### src/dual_nibble_io_defs.svh
// constants for the dual nibble i/o port: addresses, fields, resets, timing
`ifndef DUAL_NIBBLE_IO_DEFS_SVH
`define DUAL_NIBBLE_IO_DEFS_SVH

// register addresses
`define ADDR_PORT0_PIN_DATA 12'h2ed
`define ADDR_TIMER_AND_PORT0_DIRECTION 12'h2ee
`define ADDR_PORT1_PIN_DATA 12'h2fd
`define ADDR_OSCILLATOR_AND_PORT1_DIRECTION 12'h2fe

// field positions
`define DIRECTION_BIT 0

// reset values
`define LATCH_RESET 4'h0
`define DIRECTION_RESET 1'b0
`define NIBBLE_ZERO 4'h0

// direction encodings
`define DIR_INPUT 1'b0
`define DIR_OUTPUT 1'b1

// pull-down time in tenths of a cpu clock cycle (1.5 cycles)
`define PULLDOWN_TIME_TENTHS 15
// least time, rounded up to whole cycles
`define PULLDOWN_CYCLES ((`PULLDOWN_TIME_TENTHS + 9) / 10)

// default drive option: 0 push-pull, 1 high-side open drain, per pin
`define DRIVE_OPTION_DEFAULT 8'h00

`endif

### src/dual_nibble_io_pkg.sv
// types shared by the dual nibble i/o port
package dual_nibble_io_pkg;

    typedef logic [3:0] nibble_t;
    typedef logic [11:0] addr_t;
    typedef logic [1:0] pd_count_t;

    typedef enum logic {
        PD_IDLE,
        PD_ACTIVE
    } pulldown_state_e;

endpackage

### src/pin_level_filter.sv
// three-flop pin synchroniser with agreement filter for one nibble
`timescale 1ns/1ps

`include "dual_nibble_io_defs.svh"

module pin_level_filter
    import dual_nibble_io_pkg::*;
(
    input wire logic clk_in,
    input wire logic sys_rst_in,
    input wire dual_nibble_io_pkg::nibble_t pins_in,
    output dual_nibble_io_pkg::nibble_t level_out
);

    nibble_t stage1_r;
    nibble_t stage2_r;
    nibble_t stage3_r;
    nibble_t level_r;
    nibble_t level_nxt;

    // per bit: accept a new level once stages two and three agree
    genvar b;
    generate
        for (b = 0; b < 4; b = b + 1) begin : g_bit
            assign level_nxt[b] = (stage2_r[b] == stage3_r[b]) ?
                                  stage3_r[b] : level_r[b];
        end
    endgenerate

    // synchroniser chain; stage one feeds stage two only
    always_ff @(posedge clk_in or posedge sys_rst_in) begin
        if (sys_rst_in) begin
            stage1_r <= `NIBBLE_ZERO;
            stage2_r <= `NIBBLE_ZERO;
            stage3_r <= `NIBBLE_ZERO;
            level_r <= `NIBBLE_ZERO;
        end else begin
            stage1_r <= pins_in;
            stage2_r <= stage1_r;
            stage3_r <= stage2_r;
            level_r <= level_nxt;
        end
    end

    assign level_out = level_r;

endmodule

### src/dual_nibble_io_port.sv
// two 4-bit bidirectional ports with direction, latch and read pull-down
//
// What this block does
// (RQ1) A nibble whose direction bit is 0 leaves all four pins undriven.
// (RQ2) A nibble whose direction bit is 1 drives each push-pull pin to its latch bit.
// (RQ3) Reset clears both direction bits, so every pin starts as an input.
// (RQ4) Bit 0 at 2EEH sets port 0 direction, bit 0 at 2FEH port 1; both R/W.
// (RQ5) Writes at 2EDH and 2FDH load the latch in either mode.
// (RQ6) Reads of the data registers return pin levels, never the latch.
// (RQ7) Each data read turns that port's pull-down on for 2 cycles (1.5 cycles rounded up).
// (RQ8) Reset clears both output latches.
// (RQ9) A per-pin build option picks push-pull or high-side open drain.
// (RQ11) A direction write acts on the pin drivers as the write completes.
`timescale 1ns/1ps

`include "dual_nibble_io_defs.svh"

module dual_nibble_io_port
    import dual_nibble_io_pkg::*;
#(
    // per pin: bits 3:0 port 0, bits 7:4 port 1; 1 selects open drain
    parameter logic [7:0] DRIVE_OPTION = `DRIVE_OPTION_DEFAULT
) (
    input wire logic clk_in,
    input wire logic sys_rst_in,
    input wire dual_nibble_io_pkg::addr_t addr_in,
    input wire dual_nibble_io_pkg::nibble_t wdata_in,
    input wire logic wr_in,
    input wire logic rd_in,
    output dual_nibble_io_pkg::nibble_t rdata_out,
    input wire dual_nibble_io_pkg::nibble_t port0_pins_in,
    output dual_nibble_io_pkg::nibble_t port0_pins_out,
    output dual_nibble_io_pkg::nibble_t port0_pins_oe_n_out,
    output logic port0_pulldown_out,
    input wire dual_nibble_io_pkg::nibble_t port1_pins_in,
    output dual_nibble_io_pkg::nibble_t port1_pins_out,
    output dual_nibble_io_pkg::nibble_t port1_pins_oe_n_out,
    output logic port1_pulldown_out
);

    import dual_nibble_io_pkg::*;

    // stored state
    nibble_t port0_latch_r;
    nibble_t port1_latch_r;
    logic port0_direction_r;
    logic port1_direction_r;
    nibble_t rdata_r;
    nibble_t rdata_nxt;

    // pull-down sequencers, one per port
    pulldown_state_e pd0_state_r;
    pulldown_state_e pd1_state_r;
    pd_count_t pd0_count_r;
    pd_count_t pd1_count_r;

    // filtered pin levels
    nibble_t port0_level;
    nibble_t port1_level;

    // address decode
    wire sel_port0_data = (addr_in == `ADDR_PORT0_PIN_DATA);
    wire sel_port0_dir = (addr_in == `ADDR_TIMER_AND_PORT0_DIRECTION);
    wire sel_port1_data = (addr_in == `ADDR_PORT1_PIN_DATA);
    wire sel_port1_dir = (addr_in == `ADDR_OSCILLATOR_AND_PORT1_DIRECTION);

    // write and read strobes per register
    wire wr_port0_data = wr_in & sel_port0_data;
    wire wr_port0_dir = wr_in & sel_port0_dir;
    wire wr_port1_data = wr_in & sel_port1_data;
    wire wr_port1_dir = wr_in & sel_port1_dir;
    wire rd_port0_data = rd_in & sel_port0_data;
    wire rd_port1_data = rd_in & sel_port1_data;

    // pull-down length as a counter value
    localparam pd_count_t PD_LAST = pd_count_t'(`PULLDOWN_CYCLES - 1);

    // pin sampling
    pin_level_filter u_port0_filter (
        .clk_in(clk_in),
        .sys_rst_in(sys_rst_in),
        .pins_in(port0_pins_in),
        .level_out(port0_level)
    );

    pin_level_filter u_port1_filter (
        .clk_in(clk_in),
        .sys_rst_in(sys_rst_in),
        .pins_in(port1_pins_in),
        .level_out(port1_level)
    );

    // read mux: pin levels for data, direction bit for control
    always_comb begin
        rdata_nxt = `NIBBLE_ZERO;
        if (rd_in && sel_port0_data) begin
            rdata_nxt = port0_level; // [RQ6]
        end else if (rd_in && sel_port1_data) begin
            rdata_nxt = port1_level; // [RQ6]
        end else if (rd_in && sel_port0_dir) begin
            rdata_nxt[`DIRECTION_BIT] = port0_direction_r; // [RQ4]
        end else if (rd_in && sel_port1_dir) begin
            rdata_nxt[`DIRECTION_BIT] = port1_direction_r; // [RQ4]
        end
    end

    // read data stands only in the cycle after the read strobe
    always_ff @(posedge clk_in or posedge sys_rst_in) begin
        if (sys_rst_in) begin
            rdata_r <= `NIBBLE_ZERO;
        end else begin
            rdata_r <= rdata_nxt;
        end
    end

    assign rdata_out = rdata_r;

    // output latches, written in either direction mode
    always_ff @(posedge clk_in or posedge sys_rst_in) begin
        if (sys_rst_in) begin
            port0_latch_r <= `LATCH_RESET; // [RQ8]
            port1_latch_r <= `LATCH_RESET; // [RQ8]
        end else begin
            if (wr_port0_data) begin
                port0_latch_r <= wdata_in; // [RQ5]
            end
            if (wr_port1_data) begin
                port1_latch_r <= wdata_in; // [RQ5]
            end
        end
    end

    // direction bits; timer and oscillator bits are not held here
    always_ff @(posedge clk_in or posedge sys_rst_in) begin
        if (sys_rst_in) begin
            port0_direction_r <= `DIRECTION_RESET; // [RQ3]
            port1_direction_r <= `DIRECTION_RESET; // [RQ3]
        end else begin
            if (wr_port0_dir) begin
                port0_direction_r <= wdata_in[`DIRECTION_BIT]; // [RQ4] [RQ11]
            end
            if (wr_port1_dir) begin
                port1_direction_r <= wdata_in[`DIRECTION_BIT]; // [RQ4] [RQ11]
            end
        end
    end

    // pin drivers per bit: open drain drives only a latched 1
    genvar b;
    generate
        for (b = 0; b < 4; b = b + 1) begin : g_drive
            wire drive0 = (port0_direction_r == `DIR_OUTPUT) &
                          (~DRIVE_OPTION[b] | port0_latch_r[b]); // [RQ9]
            wire drive1 = (port1_direction_r == `DIR_OUTPUT) &
                          (~DRIVE_OPTION[b + 4] | port1_latch_r[b]); // [RQ9]
            assign port0_pins_oe_n_out[b] = ~drive0; // [RQ1] [RQ2]
            assign port1_pins_oe_n_out[b] = ~drive1; // [RQ1] [RQ2]
        end
    endgenerate

    // driven level is the latch itself, straight from flops
    assign port0_pins_out = port0_latch_r; // [RQ2]
    assign port1_pins_out = port1_latch_r; // [RQ2]

    // port 0 pull-down: on for whole cycles after each data read
    always_ff @(posedge clk_in or posedge sys_rst_in) begin
        if (sys_rst_in) begin
            pd0_state_r <= PD_IDLE;
            pd0_count_r <= '0;
        end else begin
            case (pd0_state_r)
                PD_IDLE: begin
                    if (rd_port0_data) begin
                        pd0_state_r <= PD_ACTIVE; // [RQ7]
                        pd0_count_r <= '0;
                    end
                end
                PD_ACTIVE: begin
                    if (rd_port0_data) begin
                        pd0_count_r <= '0; // [RQ7]
                    end else if (pd0_count_r == PD_LAST) begin
                        pd0_state_r <= PD_IDLE; // [RQ7]
                    end else begin
                        pd0_count_r <= pd0_count_r + 2'd1;
                    end
                end
                default: begin
                    pd0_state_r <= PD_IDLE;
                end
            endcase
        end
    end

    // port 1 pull-down, same sequence
    always_ff @(posedge clk_in or posedge sys_rst_in) begin
        if (sys_rst_in) begin
            pd1_state_r <= PD_IDLE;
            pd1_count_r <= '0;
        end else begin
            case (pd1_state_r)
                PD_IDLE: begin
                    if (rd_port1_data) begin
                        pd1_state_r <= PD_ACTIVE; // [RQ7]
                        pd1_count_r <= '0;
                    end
                end
                PD_ACTIVE: begin
                    if (rd_port1_data) begin
                        pd1_count_r <= '0; // [RQ7]
                    end else if (pd1_count_r == PD_LAST) begin
                        pd1_state_r <= PD_IDLE; // [RQ7]
                    end else begin
                        pd1_count_r <= pd1_count_r + 2'd1;
                    end
                end
                default: begin
                    pd1_state_r <= PD_IDLE;
                end
            endcase
        end
    end

    // pull-down enables come straight from state flops
    assign port0_pulldown_out = (pd0_state_r == PD_ACTIVE);
    assign port1_pulldown_out = (pd1_state_r == PD_ACTIVE);

endmodule

### config.mk
export PLATFORM = sky130hd
export DESIGN_NAME = dual_nibble_io_port
export DESIGN_NICKNAME = d
export VERILOG_FILES = /design/src/dual_nibble_io_pkg.sv /design/src/pin_level_filter.sv /design/src/dual_nibble_io_port.sv
export VERILOG_INCLUDE_DIRS = /design/src
export SDC_FILE = /design/constraint.sdc
export NUM_CORES = 1
export LEC_CHECK = 0
export ABC_CLOCK_PERIOD_IN_PS = 4000
export BUFFER_PORTS_ARGS = -buffer_cell sky130_fd_sc_hd__buf_2
export CORE_MARGIN = 4
export CORE_UTILIZATION = 35
export CTS_BUF_LIST = sky130_fd_sc_hd__clkbuf_8
export CTS_CLUSTER_SIZE = 40
export DETAILED_ROUTE_END_ITERATION = 12
export GPL_ROUTABILITY_DRIVEN = 0
export PLACE_DENSITY = 0.55
export RECOVER_POWER = 25
export SYNTH_ARGS = -nofsm -noshare
export SYNTH_HDL_FRONTEND = slang
export SYNTH_SLANG_ARGS = --single-unit
### constraint.sdc
create_clock -name clk_in -period 4 [get_ports clk_in]
set_input_delay 0 -clock clk_in [delete_from_list [all_inputs] [get_ports clk_in]]
set_output_delay 0 -clock clk_in [all_outputs]
set_load 0.01 [all_outputs]
==> results of run 1 <==
-- per-stage QoR --
step                      utilization [%]  worst slack, ns
after floorplan                         -             2.71
after global placement               41.9             2.52
after detailed placement             41.9             2.48
after CTS                            46.0             2.68
after global routing                 45.8             2.59
final                                45.8             2.70
-- final cells by class --
type	count	area [µm²]	share of cell area, %
inverters	6	22.5	0.963
clock buffers	5	68.8	2.94
well taps	70	87.6	3.75
flip-flops and latches	52	1300	55.6
clock inverters	2	8.76	0.375
multi-input cells	58	483	20.7
repair buffers	62	367	15.7
-- flip-flops by register name, indices dropped and copies added, names as in the netlist, 2 cells and up --
| name | flops |
|---|---|
| port0_pins_out | 4 |
| u_port0_filter.stage1_r | 4 |
| u_port1_filter.level_out | 4 |
| port1_pins_out | 4 |
| rdata_out | 4 |
| u_port1_filter.stage2_r | 4 |
| u_port0_filter.stage2_r | 4 |
| u_port1_filter.stage1_r | 4 |
| u_port0_filter.stage3_r | 4 |
| pd1_count_r | 2 |
| u_port1_filter.stage3_r | 4 |
| pd0_count_r | 2 |
| u_port0_filter.level_out | 4 |
-- repair_timing --
item | CTS | global route
endpoints found under the hold margin | 65 | 0
gates resized for setup | 0 | 0
hold buffers | 13 | 0
-- worst max path at each step --
stage	startpoint	to	slack [ns]	cells past startpoint
floorplan	addr_in[8]	port0_pins_out[0]$_DFFE_PP0P_	2.71	4
global placement	addr_in[8]	port0_pins_out[2]$_DFFE_PP0P_	2.52	5
detailed placement	addr_in[8]	port0_pins_out[3]$_DFFE_PP0P_	2.48	5
global route	sys_rst_in	port1_pins_out[1]$_DFFE_PP0P_	2.59	3
CTS	pd1_count_r[0]$_DFFE_PP0P_	pd1_count_r[1]$_DFFE_PP0P_	2.68	4
finish	pd1_count_r[0]$_DFFE_PP0P_	pd1_count_r[1]$_DFFE_PP0P_	2.70	4
-- cells by family after synthesis --
| logic type | synth area share [%] |
|---|---|
| DFF | 70.3 |
| AOI/OAI and AO/OA | 3.99 |
| and+or+nand+nor | 9.39 |
| muxes | 6.08 |
| buffers and inverters | 3.65 |
| xor gates and xnor gates | 0.946 |
| adders and majority gates | 5.68 |
-- report_power, final --
group | internal (mW) | switching, mW | total (mW)
registers | 0.550 | 0.0121 | 0.562
clock network | 0.117 | 0.151 | 0.268
logic | 0.0316 | 0.0277 | 0.0593
-- Yosys cell counts --
cell type	number	area, µm²
nor2b_1	2	12.5
xnor2_1	1	8.76
nor3_1	2	10.0
a2111oi_0	1	8.76
a211oi_1	1	7.51
o21a_1	1	7.51
dfrtp_1	52	1300
nand2b_1	2	12.5
nor4b_4	2	47.6
o31a_1	1	8.76
a21oi_1	2	10.0
nand3_1	2	10.0
and3_1	1	6.26
nand4b_1	1	8.76
buf_4	6	45.0
a22o_1	3	26.3
nor2_1	9	33.8
o21ai_0	1	5.00
nand4_1	1	6.26
and2_1	1	6.26
ha_1	2	25.0
maj3_1	8	80.1
xor2_1	1	8.76
nand3_2	1	10.0
nand2_1	1	3.75
mux2_2	10	113
or2_2	1	6.26
inv_1	6	22.5
-- critical path: stages, from the launching register on --
cell and delay, ns:
dfrtp_1 0.41, ha_1 0.20, nor2b_1 0.27, nor2_1 0.08
a211oi_1 0.25
-- layer usage --
layer	up-vias	wire length (µm)
li1	534	-
met1	541	1350
met2	46	1400
met3	7	316
met4	0	46
met5	-	0
==> key figures, run 1 <==
STA
  • RSZ-0062 raised after global routing: false
  • Worst-Margin Slew: just over 1 ns
  • Minimum clock period: 1.30 ns
  • Clk_skew: 0.00516 ns
  • Count of final setup violators: 0
  • Tcrit/Tclk final: 32.5%
  • Final-report hold violation count: 0
  • Max_slew headroom: 31.5%
  • Fmax achieved: between 700 and 800 MHz
  • Hold WS: roughly 0.098 ns
  • Setup TNS: 0 ns
  • Slew Limit Fails: 0

Floorplan
  • Initial core utilization: 36.3%
  • I/O pins: 50
  • Die W: ~80 µm
  • # rows: 26
  • Die area: 6520 µm²
  • Die height: a little over 80 µm
  • Core Footprint: slightly above 5000 µm²

Power
  • VDD IR max: 0.000191 V
  • Leak: 1.10 nW
  • Power per cell area: ~380 nW/µm²
  • Overall Power: 0.889 mW

Route
  • WL per Instance: 12.2 µm
  • Detailed Route Iter0 Violations: 36
  • Routed vias: 1,128
  • TritonRoute pass-1 iters: 3
  • Drt via density: 4.42
  • Total wire length: 3110 µm
  • DRT antenna net count: 0
  • # DRC: 0

Setup path
  • RR Endpoint: pd1_count_r[1]$_DFFE_PP0P_
  • WP data required: 4.19 ns
  • Flop2flop setup slack: 2.70 ns
  • Startpoint Class: register
  • CP endpoint kind: register
  • Crit Path Category: register to register
  • WP data arrival: around 1.5 ns
  • Crit path max fanout: 4
  • Reg-to-reg startpoint: pd1_count_r[0]$_DFFE_PP0P_
  • Worst reg2reg path depth: 4

Status
  • Outcome: finished, final reports clean

Placed design
  • Dpl cell area: 2140 µm²
  • # placed instances: 235
  • Port bufs: about 50

CTS
  • Clock Pin Slew Worst Setup and Hold Paths: 0.08 ns
  • Root Buffer: clkbuf_8
  • Max clock buf depth: 2
  • CTS tree: built
  • CTS H-tree depth: 2
  • Worst-Skew Late Latency: 0.29 ns
  • Clock tree sinks: 52
  • CTS Buf Count: 5
  • Setup bufs post-CTS: 0

Global routing
  • Total gr overflow: 0
  • Gr usage total: 10.7%
  • Met3 Track Usage GR: under 10%
  • Met1 Resource Use GR: 12.6%
  • Number of antenna violations at the first check in global routing: 0
  • Vias in the first global route: 1,191
  • Met2 Usage GRT: 18.0%
  • Grt peak-use layer: met2
  • Largest net degree at the start of global routing: 53
  • Global-route wire length before repair: 5330 µm

Yosys
  • Synth Area per Inst: 15.2 µm²
  • FF+latch count, synth: 52
  • Cells after Synth: about 120
  • Register area share after synthesis: 70.3%
  • Syn nets: 152
  • Yosys warning count: 0
  • Mapped Area: roughly 1900 µm²
  • Yosys cell types: 28

Layout
  • Filler cells: ~470
  • Most frequent cells in the layout: dfrtp_1 (52), buf_2 (42), dlygate4sd3_1 (13), mux2_2 (10), nor2_1 (9)
  • Most common cell after layout, fill and taps aside: dfrtp_1
  • Design area: roughly 2300 µm²
  • ANT cells: 0
  • Share of layout cells above drive strength 1: approximately a third
  • Final Non-Filler Cells: 255
  • Final nets: 215
  • Area grow syn2layout: 26.3%

Min path
  • Worst hold start: rd_in
  • Min-Delay Path Class: input port to register
  • Worst hold path depth: 3
  • Worst Hold Endpoint: port0_pulldown_out$_DFF_PP0_

Run
  • Max cap viols: 0
(Power assumes the default switching activity.)
==> inputs of run 2 (changes only) <==
Settings changed: ABC_CLOCK_PERIOD_IN_PS 4000 to 1250.
Clock period 4 ns to 1.25 ns, I/O delays scaled along.
==> run 2 against run 1 <==
  * Power grew to 3.5 times the previous value
  * Die area stayed put
  * Clock power grew to 4.0 times the previous value
  * Count of clock-buffer cells in the layout stayed put
  * Hold slack better by 0.014 ns
  * Critical path depth stayed put
  * Wire length is 5.2% higher
  * Critical endpoint unchanged
  * Largest cell class unchanged
==> key figures, run 2 (synthesis gave the netlist of run 1 again) <==
Route
  • Drt via density: 4.37 (-1.3%)
  • # DRC: 0 (unchanged)
  • WL per Instance: 12.5 µm (+2.0%)
  • Routed vias: 1,148 (+1.8%)
  • TritonRoute pass-1 iters: 2 (-1)
  • Detailed Route Iter0 Violations: 27 (-25%)
  • DRT antenna net count: 0 (unchanged)
  • Total wire length: 3280 µm (+5.2%)

Power
  • Power share of the clock group: 34.7% (+4.6 points)
  • VDD IR max: 0.000614 V (+220%)
  • Overall Power: 3.07 mW (+250%)
  • Power per cell area: 1250 nW/µm² (+230%)
  • Flop pwr share: 58.5% (-4.7 points)
  • Switching share of total power: 20.4% (-1.1 points)
  • Gate power share: 6.8% (about the same)
  • Leak: 1.17 nW (+7.1%)
  • Psw: 0.626 mW (+230%)
  • Pint: 2.45 mW (+250%)

STA
  • RSZ-0062 raised after global routing: false
  • Minimum clock period: 1.16 ns (-0.140 ns)
  • Fmax achieved: 863 MHz (+12%)
  • Max_slew headroom: 66.7% (+35 points)
  • Clk_skew: 0.00706 ns (+0.00190 ns)
  • Tcrit/Tclk final: 92.7% (+60 points)
  • Slew Limit Fails: 0 (unchanged)
  • Hold WS: 0.112 ns (+0.0145 ns)
  • Worst-Margin Slew: 0.498 ns (-0.529 ns)
  • Final-report hold violation count: 0 (unchanged)
  • Count of final setup violators: 0 (unchanged)

Global routing
  • Global-route wire length before repair: 5660 µm (+6.1%)
  • Vias in the first global route: 1,258 (+5.6%)
  • Gr usage total: 11.4% (+0.62 points)
  • Largest net degree at the start of global routing: 32 (-40%)
  • Total gr overflow: 0 (unchanged)
  • Number of antenna violations at the first check in global routing: 0 (unchanged)

CTS
  • Max clock buf depth: 2 (unchanged)
  • CTS tree: built
  • Clock Pin Slew Worst Setup and Hold Paths: 0.09 ns (about the same)
  • CTS H-tree depth: 2 (unchanged)
  • Root Buffer: clkbuf_8
  • CTS Buf Count: 5 (unchanged)
  • Clock tree sinks: 52 (unchanged)
  • Setup bufs post-CTS: 0 (unchanged)
  • Worst-Skew Late Latency: 0.30 ns (about the same)

Layout
  • Share of layout cells above drive strength 1: 40.9% (+6.9 points)
  • Most frequent cells in the layout: dfrtp_1 (52), buf_2 (48), dlygate4sd3_1 (13), mux2_2 (10), nor2_1 (9)
  • Final Util: 48.0% (+2.3 points)
  • ANT cells: 0 (unchanged)
  • Area grow syn2layout: 32.5%
  • Final nets: 224 (+4.2%)
  • Most common cell after layout, fill and taps aside: dfrtp_1
  • Final Non-Filler Cells: 263 (+3.1%)

Setup path
  • Slowest stage delay, CP: 0.41 ns (about the same)
  • Crit path max fanout: 4 (unchanged)
  • CP endpoint kind: register
  • Reg-to-reg startpoint: pd1_count_r[0]$_DFFE_PP0P_
  • Crit path max-delay cell type: dfrtp_1
  • Kind of cell adding the most delay to the critical path: flip-flops
  • WP data required: 1.46 ns (-2.73 ns)
  • WP data arrival: 1.37 ns (-0.12 ns)
  • Worst path cell trace: ha_1, nor2b_2, nor2_1, a211oi_1
  • Startpoint Class: register
  • Crit Path Category: register to register
  • Flop2flop setup slack: 0.09 ns (-2.61 ns)
  • Worst path bufs/invs: 0 (unchanged)
  • Worst reg2reg path depth: 4 (unchanged)
  • RR Endpoint: pd1_count_r[1]$_DFFE_PP0P_

Min path
  • Worst hold start: rd_in
  • Min-Delay Path Class: input port to register
  • Worst Hold Endpoint: port0_pulldown_out$_DFF_PP0_
  • Worst hold path depth: 3 (unchanged)

Floorplan
  • Die W: 80.7 µm (unchanged)
  • I/O pins: 50 (unchanged)
  • Initial core utilization: 36.3% (unchanged)
  • Die area: 6520 µm² (unchanged)
  • Core Footprint: 5110 µm² (unchanged)
  • Die height: 80.7 µm (unchanged)
  • # rows: 26 (unchanged)

Placed design
  • # placed instances: 244 (+3.8%)
  • Port bufs: 49 (unchanged)
  • Post-DP HPWL: 2390 µm

Status
  • Outcome: finished, final reports clean

Run
  • Max cap viols: 0 (unchanged)
-- run 2: cell count changes in the layout (fill, tap and decap cells not counted), sizes merged --
cell      delta
clkinv       -1
inv          -2
clkinvlp     +1
bufinv       +1
buf         +15
clkbuf       -6
-- run 2: power groups by stage --
stage	Clock (mW)	Sequential [mW]	Combinational, mW
finish	1.07	1.80	0.208
global route	1.18	1.81	0.235
CTS	1.11	1.80	0.213
detailed placement	0	1.83	0.181
global placement	0	1.83	0.167
floorplan	0	1.82	0.0910
-- run 2: metal layers --
layer	vias up	share of wire [%]	GRT usage, %	wire [µm]
li1	550	-	-	-
met1	549	42	13.8	1380
met2	44	48	19.0	1580
met3	5	8.5	4.10	280
met4	0	1.3	3.55	42
met5	-	0	0	0
-- run 2: stage by stage --
stage | TNS (ns) | cell area, µm² | worst slack [ns]
after floorplan | -0.175 | 1860 | -0.0439
after global placement | -1.66 | 2220 | -0.172
after detailed placement | -2.17 | 2220 | -0.233
after CTS | 0 | 2450 | 0.00233
after global routing | 0 | 2450 | 0.0302
final | 0 | 2450 | 0.0910
-- run 2: worst reg2reg max path, cell delays in order (launching register included) --
cell and delay, ns:
dfrtp_1 0.41, ha_1 0.21, nor2b_2 0.18, nor2_1 0.06, a211oi_1 0.21
-- run 2: worst max-delay path by stage --
stage               depth (start not counted)                             to  slack [ns]                  startpoint
global route                                5  port0_pins_out[2]$_DFFE_PP0P_        0.03                  addr_in[8]
global placement                            5  port0_pins_out[2]$_DFFE_PP0P_       -0.17                  addr_in[8]
floorplan                                   4  port0_pins_out[0]$_DFFE_PP0P_       -0.04                  addr_in[8]
detailed placement                          5  port0_pins_out[2]$_DFFE_PP0P_       -0.23                  addr_in[8]
CTS                                         4     pd1_count_r[1]$_DFFE_PP0P_       0.002  pd1_count_r[0]$_DFFE_PP0P_
finish                                      4     pd1_count_r[1]$_DFFE_PP0P_        0.09  pd1_count_r[0]$_DFFE_PP0P_
-- run 2: area by class of cell --
cell class | instances | area [µm²]
inverter | 6 | 26.3
fill | 464 | 2650
timing repair buffer | 71 | 454
clock inverter | 1 | 30.0
clock buffer | 5 | 68.8
sequential | 52 | 1300
tap | 70 | 87.6
multi-input combinational | 58 | 485
-- run 2: timing repair --
action	in CTS	in global routing
setup endpoints to repair	0	2
endpoints found under the hold margin	39	0
gates resized for setup	0	1
hold buffers	13	0
